--- src/hdl/jtsm_pkg.sv ---
package jtsm_pkg;

  // Instruction register layout and codes
  localparam int IR_W = 3;
  localparam logic [2:0] IR_EXTEST = 3'h0;
  localparam logic [2:0] IR_SAMPLE = 3'h4;
  localparam logic [2:0] IR_IDCODE = 3'h6;
  localparam logic [2:0] IR_BYPASS = 3'h7;
  // Fixed pattern loaded on instruction capture
  localparam logic [2:0] IR_CAPTURE = 3'h4;

  // Identification register layout
  localparam int ID_W = 32;
  localparam int ID_MAKER_LSB = 1;
  localparam int ID_PART_LSB = 12;
  localparam int ID_REV_LSB = 28;

  // Boundary register length
  localparam int BSR_W = 98;

  // Consecutive high test-mode-select edges that force the reset state
  localparam int RESET_EDGES = 5;

  // Test clock period in the bench, and the system clock period
  localparam int TCK_PERIOD_NS = 125;
  localparam int CLK_PERIOD_NS = 5;
  localparam int TCK_CYCLES = TCK_PERIOD_NS / CLK_PERIOD_NS;

  // Controller states
  typedef enum logic [3:0] {
    JTSM_RESET,
    JTSM_IDLE,
    JTSM_SEL_DR,
    JTSM_CAP_DR,
    JTSM_SHIFT_DR,
    JTSM_EXIT1_DR,
    JTSM_PAUSE_DR,
    JTSM_EXIT2_DR,
    JTSM_UPD_DR,
    JTSM_SEL_IR,
    JTSM_CAP_IR,
    JTSM_SHIFT_IR,
    JTSM_EXIT1_IR,
    JTSM_PAUSE_IR,
    JTSM_EXIT2_IR,
    JTSM_UPD_IR
  } jtsm_state_e;

endpackage

--- src/hdl/jtsm_tap.sv ---
`timescale 1ns/1ps

// Functional notes
// - Five or more consecutive high select samples reach test-logic-reset from any state.
// - In test-logic-reset, test logic is off, pins normal, instruction becomes IDCODE.
// - Reset state holds while select is high; low select goes to run-test/idle.
// - After reset the controller starts in test-logic-reset without any test clock edge.
// - Idle holds on low select; high select moves to select-DR.
// - Select-DR: low goes to capture-DR, high goes to select-IR.
// - Capture-DR loads pin values into boundary register under EXTEST or SAMPLE.
// - Capture-DR: high goes to exit1-DR, low goes to shift-DR.
// - Shift-DR shifts selected register toward data out; high select exits.
// - Exit1-DR: high goes to update-DR, low goes to pause-DR.
// - Pause-DR halts shifting while low; high goes to exit2-DR.
// - Exit2-DR: high goes to update-DR, low resumes shift-DR.
// - Update-DR latches boundary shift stages to parallel output on falling edge.
// - Select-IR: low goes to capture-IR, high returns to test-logic-reset.
// - Capture-IR loads fixed pattern 100 into instruction shift stages.
// - Capture-IR: high goes to exit1-IR, low goes to shift-IR.
// - Shift-IR shifts the instruction stages between data in and out.
// - Exit1-IR: high goes to update-IR, low goes to pause-IR.
// - Pause-IR halts shifting while low; high goes to exit2-IR.
// - Exit2-IR: high goes to update-IR, low resumes shift-IR.
// - Idle, select, exit and pause states leave instruction and data registers unchanged.
// - Update-IR makes shifted instruction current on falling edge; data registers kept.
// - Three-bit instruction, LSB first: 000 EXTEST, 100 SAMPLE, 110 IDCODE, 111 BYPASS.
// - Bypass puts one bit between data in and data out.
// - Identification register is 32 bits, bit 0 one, shifted LSB first.
module jtsm_tap
  import jtsm_pkg::*;
#(
  parameter int BSR_LEN = BSR_W,
  parameter logic [10:0] MAKER_ID = 11'h0a5, // Arbitrary value
  parameter logic [15:0] PART_ID = 16'h1234, // Arbitrary value
  parameter logic [3:0] REV_ID = 4'h1 // Arbitrary value
) (
  // System clock, enable and reset
  input wire logic i_clk,
  input wire logic i_reset,
  input wire logic i_ce,
  // Test port pins, asynchronous to i_clk
  input wire logic i_tck,
  input wire logic i_tms,
  input wire logic i_tdi,
  output logic o_tdo,
  output logic o_tdo_oe,
  // Boundary cells toward the device pins
  input wire logic [BSR_LEN-1:0] i_pin_values,
  output logic [BSR_LEN-1:0] o_bsr_parallel,
  output logic o_test_mode,
  // Controller status
  output logic [2:0] o_instr,
  output logic [3:0] o_state
);

  // Three-stage samplers for the pins
  logic [2:0] tck_sync_r;
  logic [2:0] tms_sync_r;
  logic [2:0] tdi_sync_r;
  logic tck_lvl_r;
  logic tms_lvl_r;
  logic tdi_lvl_r;
  logic tck_rise;
  logic tck_fall;

  jtsm_state_e state_r;
  jtsm_state_e state_nxt;
  logic [2:0] ir_shift_r;
  logic [2:0] ir_cur_r;
  logic bypass_r;
  logic [ID_W-1:0] id_shift_r;
  logic [BSR_LEN-1:0] bsr_shift_r;
  logic [BSR_LEN-1:0] bsr_par_r;
  logic tdo_r;
  logic tdo_oe_r;
  logic [2:0] tms_high_cnt_r;

  // Identification word with bit 0 fixed at one
  function automatic logic [ID_W-1:0] id_word();
    id_word = {REV_ID, PART_ID, MAKER_ID, 1'b1};
  endfunction

  // Selected data register serial output, decoded from the current instruction
  function automatic logic dr_serial_out(input logic [2:0] instr, input logic bp,
                                         input logic id0, input logic bs0);
    case (instr)
      IR_EXTEST, IR_SAMPLE: dr_serial_out = bs0;
      IR_IDCODE: dr_serial_out = id0;
      default: dr_serial_out = bp; // Unused codes fall back to bypass
    endcase
  endfunction

  // Boundary register is the data register under both boundary instructions
  function automatic logic bsr_selected(input logic [2:0] instr);
    bsr_selected = (instr == IR_EXTEST) || (instr == IR_SAMPLE);
  endfunction

  // Sampler: a change counts once stages two and three agree
  always_ff @(posedge i_clk) begin
    if (i_reset) begin
      tck_sync_r <= 3'h0;
      tms_sync_r <= 3'h7;
      tdi_sync_r <= 3'h0;
      tck_lvl_r <= 1'b0;
      tms_lvl_r <= 1'b1;
      tdi_lvl_r <= 1'b0;
    end else if (i_ce) begin
      tck_sync_r <= {tck_sync_r[1:0], i_tck};
      tms_sync_r <= {tms_sync_r[1:0], i_tms};
      tdi_sync_r <= {tdi_sync_r[1:0], i_tdi};
      if (tck_sync_r[1] == tck_sync_r[2]) tck_lvl_r <= tck_sync_r[2];
      if (tms_sync_r[1] == tms_sync_r[2]) tms_lvl_r <= tms_sync_r[2];
      if (tdi_sync_r[1] == tdi_sync_r[2]) tdi_lvl_r <= tdi_sync_r[2];
    end
  end

  // Edges of the filtered test clock; TMS and TDI settle long before them
  assign tck_rise = i_ce && (tck_sync_r[1] == tck_sync_r[2]) && tck_sync_r[2] && !tck_lvl_r;
  assign tck_fall = i_ce && (tck_sync_r[1] == tck_sync_r[2]) && !tck_sync_r[2] && tck_lvl_r;

  // Next state on a rising test clock edge
  always_comb begin
    state_nxt = state_r;
    case (state_r)
      JTSM_RESET: state_nxt = tms_lvl_r ? JTSM_RESET : JTSM_IDLE;
      JTSM_IDLE: state_nxt = tms_lvl_r ? JTSM_SEL_DR : JTSM_IDLE;
      JTSM_SEL_DR: state_nxt = tms_lvl_r ? JTSM_SEL_IR : JTSM_CAP_DR;
      JTSM_CAP_DR: state_nxt = tms_lvl_r ? JTSM_EXIT1_DR : JTSM_SHIFT_DR;
      JTSM_SHIFT_DR: state_nxt = tms_lvl_r ? JTSM_EXIT1_DR : JTSM_SHIFT_DR;
      JTSM_EXIT1_DR: state_nxt = tms_lvl_r ? JTSM_UPD_DR : JTSM_PAUSE_DR;
      JTSM_PAUSE_DR: state_nxt = tms_lvl_r ? JTSM_EXIT2_DR : JTSM_PAUSE_DR;
      JTSM_EXIT2_DR: state_nxt = tms_lvl_r ? JTSM_UPD_DR : JTSM_SHIFT_DR;
      JTSM_UPD_DR: state_nxt = tms_lvl_r ? JTSM_SEL_DR : JTSM_IDLE;
      JTSM_SEL_IR: state_nxt = tms_lvl_r ? JTSM_RESET : JTSM_CAP_IR;
      JTSM_CAP_IR: state_nxt = tms_lvl_r ? JTSM_EXIT1_IR : JTSM_SHIFT_IR;
      JTSM_SHIFT_IR: state_nxt = tms_lvl_r ? JTSM_EXIT1_IR : JTSM_SHIFT_IR;
      JTSM_EXIT1_IR: state_nxt = tms_lvl_r ? JTSM_UPD_IR : JTSM_PAUSE_IR;
      JTSM_PAUSE_IR: state_nxt = tms_lvl_r ? JTSM_EXIT2_IR : JTSM_PAUSE_IR;
      JTSM_EXIT2_IR: state_nxt = tms_lvl_r ? JTSM_UPD_IR : JTSM_SHIFT_IR;
      JTSM_UPD_IR: state_nxt = tms_lvl_r ? JTSM_SEL_DR : JTSM_IDLE;
      default: state_nxt = JTSM_RESET;
    endcase
  end

  // State register; system reset stands in for power-up
  always_ff @(posedge i_clk) begin
    if (i_reset) begin
      state_r <= JTSM_RESET;
    end else if (tck_rise) begin
      state_r <= state_nxt;
    end
  end

  // Counts consecutive high samples, for checking only
  always_ff @(posedge i_clk) begin
    if (i_reset) begin
      tms_high_cnt_r <= 3'h0;
    end else if (tck_rise) begin
      if (!tms_lvl_r) tms_high_cnt_r <= 3'h0;
      else if (tms_high_cnt_r != 3'h7) tms_high_cnt_r <= tms_high_cnt_r + 3'h1;
    end
  end

  // Instruction shift stages; LSB leaves first, new bit enters at the top
  always_ff @(posedge i_clk) begin
    if (i_reset) begin
      ir_shift_r <= IR_CAPTURE;
    end else if (tck_rise) begin
      if (state_r == JTSM_CAP_IR) ir_shift_r <= IR_CAPTURE;
      else if (state_r == JTSM_SHIFT_IR) ir_shift_r <= {tdi_lvl_r, ir_shift_r[2:1]};
    end
  end

  // Current instruction; updated on the falling edge in update-IR, forced to IDCODE in test-logic-reset
  always_ff @(posedge i_clk) begin
    if (i_reset) begin
      ir_cur_r <= IR_IDCODE;
    end else if (i_ce && state_r == JTSM_RESET) begin
      ir_cur_r <= IR_IDCODE;
    end else if (tck_fall && state_r == JTSM_UPD_IR) begin
      ir_cur_r <= ir_shift_r;
    end
  end

  // Data registers: only the selected one captures or shifts
  always_ff @(posedge i_clk) begin
    if (i_reset) begin
      bypass_r <= 1'b0;
      id_shift_r <= '0;
      bsr_shift_r <= '0;
    end else if (tck_rise) begin
      case (state_r)
        JTSM_CAP_DR: begin
          if (bsr_selected(ir_cur_r)) bsr_shift_r <= i_pin_values;
          else if (ir_cur_r == IR_IDCODE) id_shift_r <= id_word();
          else bypass_r <= 1'b0;
        end
        JTSM_SHIFT_DR: begin
          if (bsr_selected(ir_cur_r))
            bsr_shift_r <= {tdi_lvl_r, bsr_shift_r[BSR_LEN-1:1]};
          else if (ir_cur_r == IR_IDCODE) id_shift_r <= {tdi_lvl_r, id_shift_r[ID_W-1:1]};
          else bypass_r <= tdi_lvl_r;
        end
        default: begin
          bypass_r <= bypass_r;
        end
      endcase
    end
  end

  // Latched parallel boundary output, cleared by system reset only; test-logic-reset keeps its value
  always_ff @(posedge i_clk) begin
    if (i_reset) begin
      bsr_par_r <= '0;
    end else if (tck_fall && state_r == JTSM_UPD_DR &&
                 bsr_selected(ir_cur_r)) begin
      bsr_par_r <= bsr_shift_r;
    end
  end

  // Data out moves on the falling edge so the tester samples a stable bit
  always_ff @(posedge i_clk) begin
    if (i_reset) begin
      tdo_r <= 1'b0;
      tdo_oe_r <= 1'b0;
    end else if (tck_fall) begin
      tdo_oe_r <= (state_r == JTSM_SHIFT_DR) || (state_r == JTSM_SHIFT_IR);
      if (state_r == JTSM_SHIFT_IR) tdo_r <= ir_shift_r[0];
      else tdo_r <= dr_serial_out(ir_cur_r, bypass_r, id_shift_r[0], bsr_shift_r[0]);
    end
  end

  // Outputs
  assign o_tdo = tdo_r;
  assign o_tdo_oe = tdo_oe_r;
  assign o_bsr_parallel = bsr_par_r;
  assign o_test_mode = (ir_cur_r == IR_EXTEST) && (state_r != JTSM_RESET);
  assign o_instr = ir_cur_r;
  assign o_state = state_r;

  // Five high samples always land in reset
  a_five_high_reset: assert property (@(posedge i_clk) disable iff (i_reset)
    (tms_high_cnt_r >= 3'(RESET_EDGES)) |-> (state_r == JTSM_RESET))
    else $error("Five high samples did not reach reset");

  a_reset_loads_id: assert property (@(posedge i_clk) disable iff (i_reset)
    (state_r == JTSM_RESET && i_ce) |=> (ir_cur_r == IR_IDCODE))
    else $error("Reset state did not load the identification instruction");

  a_idle_low_stays: assert property (@(posedge i_clk) disable iff (i_reset)
    (tck_rise && state_r == JTSM_IDLE && !tms_lvl_r) |=> (state_r == JTSM_IDLE))
    else $error("Idle left on low select");

  a_capir_pattern: assert property (@(posedge i_clk) disable iff (i_reset)
    (tck_rise && state_r == JTSM_CAP_IR) |=> (ir_shift_r == 3'h4))
    else $error("Instruction capture pattern wrong");

  a_selir_high_reset: assert property (@(posedge i_clk) disable iff (i_reset)
    (tck_rise && state_r == JTSM_SEL_IR && tms_lvl_r) |=> (state_r == JTSM_RESET))
    else $error("Select-IR high did not return to reset");

  a_instr_stable: assert property (@(posedge i_clk) disable iff (i_reset)
    (state_r != JTSM_UPD_IR && state_r != JTSM_RESET && $past(state_r) != JTSM_RESET)
      |=> $stable(ir_cur_r) || $past(state_r) == JTSM_UPD_IR)
    else $error("Instruction changed outside update");

  a_bsr_par_hold: assert property (@(posedge i_clk) disable iff (i_reset)
    (state_r != JTSM_UPD_DR) |=> $stable(bsr_par_r))
    else $error("Boundary output changed outside update-DR");

  a_tdo_enable: assert property (@(posedge i_clk) disable iff (i_reset)
    (tck_fall && state_r != JTSM_SHIFT_DR && state_r != JTSM_SHIFT_IR) |=> !o_tdo_oe)
    else $error("Data out driven outside shift states");

  a_pause_holds: assert property (@(posedge i_clk) disable iff (i_reset)
    (state_r == JTSM_PAUSE_DR) |=> $stable(bsr_shift_r) && $stable(id_shift_r))
    else $error("Data register moved during pause");

  // One check each for eleven of the state branches that the bench walks through
  a_reset_high_stays: assert property (@(posedge i_clk) disable iff (i_reset)
    (tck_rise && state_r == JTSM_RESET && tms_lvl_r) |=> (state_r == JTSM_RESET))
    else $error("Reset state left on high select");

  a_reset_low_idle: assert property (@(posedge i_clk) disable iff (i_reset)
    (tck_rise && state_r == JTSM_RESET && !tms_lvl_r) |=> (state_r == JTSM_IDLE))
    else $error("Reset state did not move to idle on low select");

  a_idle_high_seldr: assert property (@(posedge i_clk) disable iff (i_reset)
    (tck_rise && state_r == JTSM_IDLE && tms_lvl_r) |=> (state_r == JTSM_SEL_DR))
    else $error("Idle did not move to select-DR on high select");

  a_seldr_low_cap: assert property (@(posedge i_clk) disable iff (i_reset)
    (tck_rise && state_r == JTSM_SEL_DR && !tms_lvl_r) |=> (state_r == JTSM_CAP_DR))
    else $error("Select-DR low did not enter capture-DR");

  a_capdr_low_shift: assert property (@(posedge i_clk) disable iff (i_reset)
    (tck_rise && state_r == JTSM_CAP_DR && !tms_lvl_r) |=> (state_r == JTSM_SHIFT_DR))
    else $error("Capture-DR low did not enter shift-DR");

  a_shiftdr_low_stays: assert property (@(posedge i_clk) disable iff (i_reset)
    (tck_rise && state_r == JTSM_SHIFT_DR && !tms_lvl_r) |=> (state_r == JTSM_SHIFT_DR))
    else $error("Shift-DR left on low select");

  a_exit1dr_high_upd: assert property (@(posedge i_clk) disable iff (i_reset)
    (tck_rise && state_r == JTSM_EXIT1_DR && tms_lvl_r) |=> (state_r == JTSM_UPD_DR))
    else $error("Exit1-DR high did not enter update-DR");

  a_exit2dr_low_shift: assert property (@(posedge i_clk) disable iff (i_reset)
    (tck_rise && state_r == JTSM_EXIT2_DR && !tms_lvl_r) |=> (state_r == JTSM_SHIFT_DR))
    else $error("Exit2-DR low did not resume shift-DR");

  a_capir_low_shift: assert property (@(posedge i_clk) disable iff (i_reset)
    (tck_rise && state_r == JTSM_CAP_IR && !tms_lvl_r) |=> (state_r == JTSM_SHIFT_IR))
    else $error("Capture-IR low did not enter shift-IR");

  a_exit1ir_high_upd: assert property (@(posedge i_clk) disable iff (i_reset)
    (tck_rise && state_r == JTSM_EXIT1_IR && tms_lvl_r) |=> (state_r == JTSM_UPD_IR))
    else $error("Exit1-IR high did not enter update-IR");

  a_exit2ir_low_shift: assert property (@(posedge i_clk) disable iff (i_reset)
    (tck_rise && state_r == JTSM_EXIT2_IR && !tms_lvl_r) |=> (state_r == JTSM_SHIFT_IR))
    else $error("Exit2-IR low did not resume shift-IR");

  // Registers that must hold, or load a fixed value
  a_pauseir_holds: assert property (@(posedge i_clk) disable iff (i_reset)
    (state_r == JTSM_PAUSE_IR) |=> $stable(ir_shift_r))
    else $error("Instruction stages moved during pause");

  a_idle_holds: assert property (@(posedge i_clk) disable iff (i_reset)
    (state_r == JTSM_IDLE) |=> $stable(ir_cur_r) && $stable(bsr_shift_r) && $stable(id_shift_r))
    else $error("Registers moved in idle");

  a_bypass_capture: assert property (@(posedge i_clk) disable iff (i_reset)
    (tck_rise && state_r == JTSM_CAP_DR && ir_cur_r == IR_BYPASS) |=> !bypass_r)
    else $error("Bypass bit did not capture zero");

  a_idcode_capture: assert property (@(posedge i_clk) disable iff (i_reset)
    (tck_rise && state_r == JTSM_CAP_DR && ir_cur_r == IR_IDCODE) |=> id_shift_r[0])
    else $error("Identification word bit zero not one");

  // Capture takes the pins as they stood at the detected edge, not a later copy
  a_bsr_capture: assert property (@(posedge i_clk) disable iff (i_reset)
    (tck_rise && state_r == JTSM_CAP_DR && bsr_selected(ir_cur_r)) |=>
      (bsr_shift_r == $past(i_pin_values)))
    else $error("Boundary capture missed the pin values");

endmodule // jtsm_tap

--- config.mk ---
export PLATFORM = sky130hd
export DESIGN_NAME = jtsm_tap
export DESIGN_NICKNAME = d
export VERILOG_FILES = /design/src/hdl/jtsm_pkg.sv /design/src/hdl/jtsm_tap.sv
export SDC_FILE = /design/constraint.sdc
export NUM_CORES = 1
export LEC_CHECK = 0
export ABC_CLOCK_PERIOD_IN_PS = 3250
export BUFFER_PORTS_ARGS = -buffer_cell sky130_fd_sc_hd__buf_2
export CAP_MARGIN = 25
export CORE_MARGIN = 8
export CORE_UTILIZATION = 45
export DETAILED_ROUTE_END_ITERATION = 6
export PLACE_DENSITY = 0.69
export RECOVER_POWER = 50
export SYNTH_ARGS = -nofsm -noshare
export SYNTH_HDL_FRONTEND = slang
export SYNTH_SLANG_ARGS = --single-unit
--- constraint.sdc ---
create_clock -name i_clk -period 3.25 [get_ports i_clk]
set_input_delay 0.1625 -clock i_clk [delete_from_list [all_inputs] [get_ports i_clk]]
set_output_delay 0.1625 -clock i_clk [all_outputs]
set_load 0.02 [all_outputs]
After elaboration in Yosys (flattened, before gate mapping) --
Cells that the tools add are included.
Cells by class: equality and inequality tests 28, mux-type cells 30, reduce and logical (&&, ||, !) cells 31
Operators with widths (count):
- 98-bit 2-to-1 mux | 2
- 98-bit one-hot mux with 2 select lines | 1
- 32-bit 2-to-1 mux | 4
- 32-bit one-hot mux with 2 select lines | 1
- 4-bit one-hot mux with 12 select lines | 1
- 4-bit == test (second input constant) | 8
- 4-bit by 3-bit == test with 1-bit output (second input constant) | 4
- 4-bit 2-to-1 mux | 4
- 2-bit inequality test (second input constant) | 8
- 3-bit 2-to-1 mux | 4
- 6-bit AND reduction | 2
- 1-bit logical AND | 10
- 4-bit by 2-bit == test with 1-bit output (second input constant) | 2
- 1-bit 2-to-1 mux | 8
- 2-bit AND reduction | 4
- 2-bit OR reduction | 4
- 3-bit == test (second input constant) | 2
- 2-bit 2-to-1 mux | 3
- 4-bit by 1-bit == test with 1-bit output (second input constant) | 1
- 4-bit logical NOT | 1
- 1-bit one-hot mux with 2 select lines | 2
- 4-bit AND reduction | 1
- 2-bit nonzero test | 2
- 4-bit nonzero test | 1
- 5 further kinds | 9
Storage, ports and cells: flip-flop bits (word level) 253, bits of input ports 104, output and inout bits 108, logic and storage cells 104

Longest topological paths before layout --
Gate-level depths: netlist of the first run.
depth in word-level cells 6, gate-level depth with buffers 8, mapped depth without buffers 4

Least setup slack after synthesis of the first run --
No wires, ideal clock.
kind register to register, from register state_r[0], in the netlist o_state[0], to register bsr_shift_r[15], library setup time 0.086 ns, data arrival time 1.847 ns, data required time 3.164 ns, slack 1.318 ns, cell stages (with the launch flop) 8, path buffers 3, period minus slack after synthesis 1.932 ns, cells stage by stage dfxtp_1 buf_2 or3b_1 a211oi_2 buf_4 buf_6 nor2_1 a211oi_1
On the way: longest elaborated chain between the ends 3, elaborated cells between the ends (all ways) 7, those cells by class 4 x eq/ne; 1 x mux; 2 x reduce/logical
Ends and longest elaborated chain:
- from (decl) | line jtsm_tap.sv:66 | jtsm_state_e state_r;
- from (signal assigned) | line jtsm_tap.sv:150 | state_r <= state_nxt;
- 4-bit by 2-bit == test with 1-bit output / 4-bit by 3-bit == test with 1-bit output (equally long branches) | line jtsm_tap.sv:192 | case (state_r)
- 2-bit inequality test (no source line) / 2-bit nonzero test (equally long branches)
- 4-bit AND reduction (no source line)
- to (signal assigned) | line jtsm_tap.sv:194 | if (bsr_selected(ir_cur_r)) bsr_shift_r <= i_pin_values;
- to (signal assigned) | line jtsm_tap.sv:200 | bsr_shift_r <= {tdi_lvl_r, bsr_shift_r[BSR_LEN-1:1]};
- to (decl) | line jtsm_tap.sv:72 | logic [BSR_LEN-1:0] bsr_shift_r;
Parallel ways exist; a longest one is shown, timed or not. A chain may end at the register's enable or synchronous reset.

Final worst setup path of the first run --
from register state_r[2], in the netlist o_state[2], to register id_shift_r[12]
On the way: longest elaborated chain between the ends 3, elaborated cells between the ends (all ways) 9, those cells by class 6 x eq/ne; 1 x mux; 2 x reduce/logical
Ends and longest elaborated chain:
- 4-bit by 2-bit == test with 1-bit output / 4-bit by 3-bit == test with 1-bit output (equally long branches) | line jtsm_tap.sv:192
- 2-bit inequality test (no source line) / 2-bit nonzero test (equally long branches)
- 6-bit AND reduction (no source line)
- to (signal assigned) | line jtsm_tap.sv:195 | else if (ir_cur_r == IR_IDCODE) id_shift_r <= id_word();
- to (signal assigned) | line jtsm_tap.sv:201 | else if (ir_cur_r == IR_IDCODE) id_shift_r <= {tdi_lvl_r, id_shift_r[ID_W-1:1]};
- to (decl) | line jtsm_tap.sv:71 | logic [ID_W-1:0] id_shift_r;
Parallel ways exist; a longest one is shown, timed or not.

==> flow_metrics.py, run 1 <==
metrics = {
    "run_status": {
        "status": "complete, no violations",
    },
    "cts": {
        "cts.sinks": 253,
        "clock_latency_ps": 530,
        "cts_tree": "yes",
        "cts_made_buffers": 27,
        "path_clk_slew_ps": 60,
        "clk_path_buf_depth": 3,
        "htreeDepth": 1,
        "root_buffer": "clkbuf_16",
    },
    "yosys": {
        "synth_cell_types": 49,
        "ys_ff_latch": 253,
        "syn-num-nets": 1219,
        "synth_edf_count": 0,
        "synthFlopType": "dfxtp_1",
        "syn_area_um2": 9970,
        "avgSynthCellArea_um2": 8.94,
        "yosysSeqAreaShare_pct": 50.8,
        "syn_inst": 1115,
        "yosysWarnings": 0,
        "ys_async_sr_fraction_pct": 0,
    },
    "die": {
        "core_um2": 21800,
        "fp.dieW_um": 165,
        "start_util_pct": 45.8,
        "pin_count": 212,
        "die_area_um2": 27200,
        "die_y_um": 165,
        "num_rows": 54,
    },
    "sta": {
        "tightestPinTransition_ps": 884,
        "relSlewSlack_pct": 40.2,
        "timing.fmax_ghz": 0.377,
        "setup_viol": 0,
        "skew_ps": 18.5,
        "hold_violations": 0,
        "period_share_pct": 81.5,
        "fin_setup_tns_ps": 0,
        "rsz0062_at_grt": "no",
        "period_needed_ps": 2650,
        "slew_violations": 0,
    },
    "placement": {
        "port-buffer-count": 211,
        "gp_congestion": 0.773,
        "dp_hpwl_um": 15900,
        "dp.cells": 1519,
    },
    "setup_path": {
        "worstSetupStartpointType": "flop",
        "crit_arrival_ps": 3100,
        "path_max_fanout": 21,
        "end_kind": "flop",
        "cp_cell_sequence": "nor4b_1 > and3_1 > a22oi_1 > nor2_1",
        "max_stage_delay_ps": 790,
        "crit_type": "reg2reg",
        "required_ps": 3700,
        "crit_slowest_cell": "and3_1",
    },
    "route": {
        "routed_via_density": 5.22,
        "vias": 8627,
        "routed_wl_um": 25900,
        "ant_nets": 0,
        "drc": 0,
        "firstDrtPassIters": 4,
        "wl_per_cell_um": 15.7,
        "initialDrtViolationCount": 519,
    },
    "power_and_ir_drop": {
        "p_per_area_nw_per_um2": 528,
        "irDropWorstVdd_mv": 0.385,
        "leakage_nw": 4.27,
    },
    "layout": {
        "drive_above_1_share_pct": 12.8,
        "mostFrequentLayoutCells": "dfxtp_1, nand2_1, nor2_1",
        "final_cells": 1652,
        "syn2layout_area_growth_pct": 28.5,
        "nets": 1457,
        "final_common_cell": "dfxtp_1",
        "fill_cells": 1941,
    },
    "grt": {
        "track_usage_pct": 18.2,
        "grt_pass1_wl_um": 41600,
        "grt_max_degree": 179,
        "grt-ovfl-total": 0,
        "grt_pass1_vias": 8276,
        "antenna_found_initial": 1,
    },
    "worst_hold_path": {
        "hold_class": "in2reg",
    },
    "flow_run": {
        "maxCapViolations": 0,
    },
}
## where the power goes
part           switching (mW)  leakage, nW  internal (mW)
clock                    1.22        0.493           2.18
combinational           0.115         1.74          0.141
sequential            0.00323         2.04           3.11
total                    1.34         4.27           5.43
## worst paths after layout
| path | slack (ps) | cells past startpoint | endpoint | startpoint |
|---|---|---|---|---|
| worst max-delay path | 600 | 4 | id_shift_r[12] | o_state[2] |
| worst min-delay path | 10 | 2 | tck_sync_r[0] | i_reset |
| worst max register to register | 600 | 4 | id_shift_r[12] | o_state[2] |
| worst min register to register | 450 | 2 | o_bsr_parallel[87] | o_bsr_parallel[87] |
## logic make-up (layout without fill, tap and decap cells)
kind of cell | count (synthesis) | after routing | share of synthesized area (%)
AO/OA/AOI/OAI | 270 | 270 | 17.9
flip-flops | 253 | 253 | 50.8
other | 0 | 1 | 0
multiplexers | 109 | 109 | 10.9
buffers and inverters | 103 | 359 | 4.69
AND/OR/NAND/NOR | 380 | 380 | 15.6
## flip-flops by register name, indices dropped and copies added (netlist names)
signal and flops:
ir_shift_r 3, tdi_lvl_r 1, id_shift_r 32, tms_sync_r 3, tck_sync_r 3, o_tdo_oe 1
o_instr 3, o_tdo 1, o_bsr_parallel 98, tms_lvl_r 1, bypass_r 1, tdi_sync_r 3
tck_lvl_r 1, o_state 4, bsr_shift_r 98
## final cells by class
class,count,area (um^2),area share [%]
sequential,253,5060,39.5
multi-input combinational,759,4450,34.7
timing repair buffer,308,1930,15.1
clock buffer,33,748,5.84
tap,280,350,2.74
clock inverter,14,251,1.96
inverter,4,15.0,0.117
antenna,1,2.50,0.0195
## what timing repair did
item                                    in CTS  in global routing
hold endpoints to repair                    85                  0
setup buffers                                0                  0
hold buffers                                85                  0
endpoints found under the setup margin       0                  0
gates resized for setup                      0                  0
## layer usage
layer | global-route usage, % | vias up | wire length (um)
li1 | - | 4378 | -
met1 | 23.9 | 3994 | 11600
met2 | 30.0 | 213 | 12100
met3 | 3.24 | 42 | 1640
met4 | 5.57 | 0 | 558
met5 | 0 | - | 0
## critical path: cells and delay by family, from the launching register on
family / cells / cell delay (ps)
AND/OR/NAND/NOR: 3 / 1710
flip-flops: 1 / 650
AO/OA/AOI/OAI: 1 / 190
## synthesized netlist by cell type (8+ instances only)
master / number / area share, %
dfxtp_1: 253 / 51
nand2_1: 208 / 7.8
nor2_1: 130 / 4.9
a21oi_1: 112 / 5.6
mux2i_1: 109 / 11
a211oi_1: 98 / 7.4
clkbuf_1: 59 / 2.2
buf_2: 32 / 1.6
a22oi_1: 21 / 1.6
o221a_2: 11 / 1.2
nand2b_1: 9 / 0.56
o21ai_0: 8 / 0.40
## stage by stage
stage                     cell area (um^2)  util [%]  total power, mW  hold WS (ps)  worst slack [ps]
final                                12800      58.9             6.77          14.7               601
after global routing                 12800      58.9             7.01          5.24               353
after CTS                            12900      59.5             6.85          1.64               864
after detailed placement             11100      51.0             3.35           394               905
after global placement               11100      51.0             3.35           382               999
after floorplan                       9970         -             3.26           291              1320
Note: power is estimated with default switching activity, not from simulation.
==> run 2: changes to the inputs <==
- ABC_CLOCK_PERIOD_IN_PS: 3250 -> 2500
- clock period: 3.25 -> 2.5 ns (I/O delays scaled with it)
==> run 2 against run 1 <==
The flow now finishes with violations (capacitance limit, slew limit). Design area up 1.4%. Non-clock buffer count up 29. First-iteration DRC count up 32%. Sequential share of layout area down 0.53 points. Critical path depth down 1. Sequential cell count unchanged. Total power up 23%. Utilization up 0.80 points. Worst hold slack better by 14 ps.
==> flow_metrics.py, run 2 (synthesized netlist as in run 1, its figures left out) <==
metrics = {
    "layout": {
        "syn2layout_area_growth_pct": 30.3,
        "final_util_pct": 59.7,
        "fill_cells": 1931,
        "mostFrequentLayoutCells": "dfxtp_1, nand2_1, nor2_1",
        "final_common_cell": "dfxtp_1",
        "drive_above_1_share_pct": 13.4,
        "multi_input_area_um2": 4450,
        "register_area_um2": 5060,
        "nets": 1486,
        "final_cells": 1683,
    },
    "setup_path": {
        "path_max_fanout": 233,
        "worstSetupStartpointType": "primary input",
        "max_stage_delay_ps": 1510,
        "cp_cell_sequence": "clkbuf_1 > buf_4 > a211oi_1",
        "end_kind": "flop",
        "crit_type": "in2reg",
        "crit_family": "buffers and inverters",
        "required_ps": 2750,
        "crit_slowest_cell": "buf_4",
        "crit_buf_inv": 2,
        "crit_arrival_ps": 2340,
    },
    "grt": {
        "grt_pass1_vias": 8576,
        "grt-ovfl-total": 0,
        "antenna_found_initial": 0,
        "track_usage_pct": 19.1,
        "grt_max_degree": 234,
        "grt_pass1_wl_um": 43600,
    },
    "route": {
        "routed_via_density": 5.24,
        "wl_per_cell_um": 15.9,
        "drc": 0,
        "routed_wl_um": 26800,
        "firstDrtPassIters": 5,
        "vias": 8815,
        "initialDrtViolationCount": 686,
        "ant_nets": 0,
    },
    "worst_hold_path": {
        "hold_class": "in2reg",
    },
    "sta": {
        "slew_violations": 234,
        "timing.fmax_ghz": 0.478,
        "tightestPinTransition_ps": 2540,
        "hold_violations": 0,
        "period_share_pct": 83.6,
        "skew_ps": 15.6,
        "hold-worst-slack_ps": 28.5,
        "setup_viol": 0,
        "fin_setup_tns_ps": 0,
        "relSlewSlack_pct": -69.2,
        "rsz0062_at_grt": "no",
        "period_needed_ps": 2090,
    },
    "flow_run": {
        "maxCapViolations": 1,
    },
    "cts": {
        "path_clk_slew_ps": 60,
        "cts_setup_buffers": 0,
        "cts_tree": "yes",
        "cts.sinks": 253,
        "htreeDepth": 1,
        "clock_latency_ps": 520,
        "root_buffer": "clkbuf_16",
        "clk_path_buf_depth": 3,
        "cts_made_buffers": 27,
    },
    "die": {
        "die_y_um": 165,
        "die_area_um2": 27200,
        "fp.dieW_um": 165,
        "pin_count": 212,
        "core_um2": 21800,
        "num_rows": 54,
        "start_util_pct": 45.8,
    },
    "power_and_ir_drop": {
        "irDropWorstVdd_mv": 0.530,
        "clkPwrFrac_pct": 47.0,
        "p_sw_share_pct": 21.3,
        "power_frac_comb_pct": 4.3,
        "p_per_area_nw_per_um2": 639,
        "p_int_mw": 6.52,
        "power.switching_mw": 1.77,
        "leakage_nw": 4.35,
        "seqPwrFrac_pct": 48.7,
    },
    "placement": {
        "dp.cells": 1533,
        "port-buffer-count": 211,
        "gp_congestion": 0.762,
        "dp_hpwl_um": 16200,
    },
    "run_status": {
        "failed_checks": "capacitance limit, slew limit",
        "status": "complete, but fails checks",
    },
}
## run 2: changes by cell type in the layout (fill, tap and decap cells not counted), sizes merged
cell	before	now
clkbuf	141	143
clkinv	6	7
buf	115	130
dlygate4sd3	85	100
clkinvlp	1	4
bufinv	7	2
## run 2: worst register-to-register path: cells and delay by family (launching register included)
kind                   cells  cell delay [ps]
AO/OA/AOI/OAI              2              720
buffers and inverters      1              300
flip-flops                 1              420
AND/OR/NAND/NOR            2              480
## run 2: per-stage QoR
| stage | worst slack [ps] | power (mW) | instance area, um^2 |
|---|---|---|---|
| floorplan | 568 | 4.24 | 9970 |
| global placement | 596 | 4.36 | 11300 |
| detailed placement | 491 | 4.36 | 11300 |
| CTS | 455 | 8.38 | 13100 |
| global route | 239 | 8.60 | 13000 |
| finish | 409 | 8.29 | 13000 |
## run 2: cell type report
cell class / count / area share (%)
diodes: 1 / 0.0193
clock buffers: 36 / 5.70
clock inverters: 13 / 1.02
inverters: 4 / 0.116
multi-input cells: 759 / 34.3
flip-flops and latches: 253 / 39.0
well taps: 280 / 2.70
repair buffers: 337 / 17.1
## run 2: path summary, 6_finish.rpt
path | slack (ps) | cells after the start | from | to
worst max-delay path | 410 | 3 | i_reset | bsr_shift_r[64]
worst min-delay path | 30 | 3 | i_ce | tms_sync_r[2]
worst max register to register | 420 | 5 | tck_sync_r[2] | bsr_shift_r[64]
worst min register to register | 450 | 2 | o_bsr_parallel[89] | o_bsr_parallel[89]
## run 2: what timing repair did
action                    4_1_cts  5_1_grt
hold endpoints to repair      100        0
gates resized for setup         0        0
hold buffers                  100        0
## run 2: per-layer routing
layer / vias up / GRT usage [%] / wire, um
met3: 39 / 3.39 / 1630
met5: - / 0 / 0
met2: 226 / 32.5 / 13000
met1: 4120 / 24.4 / 11700
li1: 4430 / - / -
met4: 0 / 5.45 / 484
## run 2: power by group through the flow
stage,registers [mW],logic (mW),clock network [mW]
floorplan,4.13,0.115,0
global placement,4.13,0.230,0
detailed placement,4.13,0.229,0
CTS,4.04,0.353,3.99
global route,4.04,0.383,4.18
finish,4.04,0.353,3.90
==> run 3: changes to the inputs <==
- ABC_CLOCK_PERIOD_IN_PS: 2500 -> 2150
- clock period: 2.5 -> 2.15 ns (I/O delays scaled with it)
==> run 3 against run 2 <==
The run now ends clean. Via count shrank 0.12%. Final cell count up 0.18%. Setup slack got worse by 220 ps. Clock skew fell by 3.3 ps. Design area up 0.43%. Critical path depth is 1 higher. First-iteration DRC count is 25% lower. Routed wire length fell by 0.43%. Register-to-register slack got worse by 220 ps. Count of clock-buffer cells in the layout is 2 lower. Non-clock buffer count grew 9. Critical endpoint is now o_test_mode. Largest power group unchanged.
==> flow_metrics.py, run 3 (synthesized netlist as in run 1, its figures left out) <==
metrics = {
    "sta": {
        "setup_viol": 0,
        "fin_setup_tns_ps": 0,
        "relSlewSlack_pct": 58.9,
        "tightestPinTransition_ps": 616,
        "hold_violations": 0,
        "layout_setup_ws_ps": 188,
        "skew_ps": 12.3,
        "slew_violations": 0,
        "rsz0062_at_grt": "no",
        "period_share_pct": 91.2,
        "timing.fmax_ghz": 0.510,
        "period_needed_ps": 1960,
    },
    "grt": {
        "grt-ovfl-total": 0,
        "grt_max_degree": 118,
        "antenna_found_initial": 1,
        "grt_pass1_wl_um": 42700,
        "track_usage_pct": 18.7,
        "grt_pass1_vias": 8488,
    },
    "die": {
        "core_um2": 21800,
        "num_rows": 54,
        "fp.dieW_um": 165,
        "die_y_um": 165,
        "die_area_um2": 27200,
        "pin_count": 212,
        "start_util_pct": 45.8,
    },
    "cts": {
        "post_cts_resized": 0,
        "htreeDepth": 1,
        "cts_tree": "yes",
        "clk_path_buf_depth": 3,
        "clock_latency_ps": 520,
        "path_clk_slew_ps": 60,
        "cts_made_buffers": 26,
        "cts.sinks": 253,
        "root_buffer": "clkbuf_16",
    },
    "setup_path": {
        "crit_slowest_cell": "dfxtp_1",
        "cp_common_cell": "nor4_1",
        "worstSetupStartpointType": "flop",
        "end_kind": "output pin",
        "crit_arrival_ps": 1850,
        "path_max_fanout": 8,
        "cp_cell_sequence": "clkbuf_1 > nor4_1 > nor4_1 > buf_2",
        "crit_buf_inv": 2,
        "max_stage_delay_ps": 490,
        "crit_type": "reg2out",
        "required_ps": 2040,
        "crit_family": "buffers and inverters",
    },
    "route": {
        "initialDrtViolationCount": 514,
        "top_layer": "met4",
        "ant_nets": 0,
        "vias": 8804,
        "wl_met3_um": 1530,
        "wl_per_cell_um": 15.8,
        "routed_wl_um": 26700,
        "drc": 0,
        "routed_via_density": 5.22,
        "m1WireLength_um": 12000,
        "met2WireLength_um": 12500,
        "firstDrtPassIters": 5,
    },
    "layout": {
        "syn2layout_area_growth_pct": 30.8,
        "final_cell_area_um2": 13000,
        "nets": 1494,
        "final_common_cell": "dfxtp_1",
        "drive_above_1_share_pct": 13.5,
        "mostFrequentLayoutCells": "dfxtp_1, nand2_1, nor2_1",
    },
    "power_and_ir_drop": {
        "leakage_nw": 4.39,
        "irDropWorstVdd_mv": 0.530,
        "p_per_area_nw_per_um2": 733,
    },
    "run_status": {
        "status": "complete, no violations",
    },
    "placement": {
        "dp_hpwl_um": 16400,
        "post-place-ws_ps": 235,
        "port-buffer-count": 211,
        "placed_area_um2": 11300,
        "gp_congestion": 0.780,
    },
    "worst_hold_path": {
        "hold_class": "in2reg",
    },
    "flow_run": {
        "maxCapViolations": 0,
    },
}
-- run 3: changes by cell type in the layout (fill, tap and decap cells not counted), sizes merged --
cell         previous run  this run
clkinv                  7         8
buf                   130       134
clkinvlp                4         0
inv                     4         3
dlygate4sd3           100       101
clkbuf                143       145
-- run 3: through the flow --
| stage | utilization, % | power, mW | hold WS (ps) | cells |
|---|---|---|---|---|
| finish | 59.9 | 9.56 | 31.1 | 1686 |
| global route | 59.9 | 9.87 | 47.1 | 1686 |
| CTS | 60.6 | 9.65 | 34.7 | 1685 |
| detailed placement | 52.1 | 5.07 | 334 | 1541 |
| global placement | 52.1 | 5.07 | 329 | 1541 |
| floorplan | - | 4.93 | 236 | 1115 |
-- run 3: report_power, final --
group	switching (mW)	internal, mW	total, mW
Clock	1.82	2.62	4.44
Sequential	0.00380	4.69	4.70
Combinational	0.182	0.237	0.420
-- run 3: worst paths after layout --
| check | startpoint | end | slack [ps] | cells past startpoint |
|---|---|---|---|---|
| setup / recovery | o_state[3] | o_test_mode | 190 | 4 |
| hold / removal | i_pin_values[69] | bsr_shift_r[69] | 30 | 3 |
| setup reg to reg | o_state[0] | id_shift_r[16] | 200 | 5 |
| hold reg to reg | o_bsr_parallel[7] | o_bsr_parallel[7] | 450 | 2 |
-- run 3: routing by layer --
layer,global-route usage [%],vias to the layer above
li1,-,4455
met1,24.2,4064
met2,31.4,237
met3,2.94,48
met4,6.06,0
met5,0,-
-- run 3: tightest hold or removal path: stages --
cell and delay, ps:
buf_2 110, mux2i_1 180, a211oi_1 100
-- run 3: cell type report --
cell class,instances,area (um^2)
Fill cell,1938,8720
Inverter,4,15.0
Tap cell,280,350
Antenna cell,1,2.50
Multi-Input combinational cell,759,4450
Timing Repair Buffer,346,2320
Clock buffer,34,732
Clock inverter,9,103
Sequential cell,253,5060
-- run 3: repair_timing --
item                                   in CTS  in global routing
buffers inserted                            0                  0
endpoints found under the hold margin     101                  0
hold buffers                              101                  0
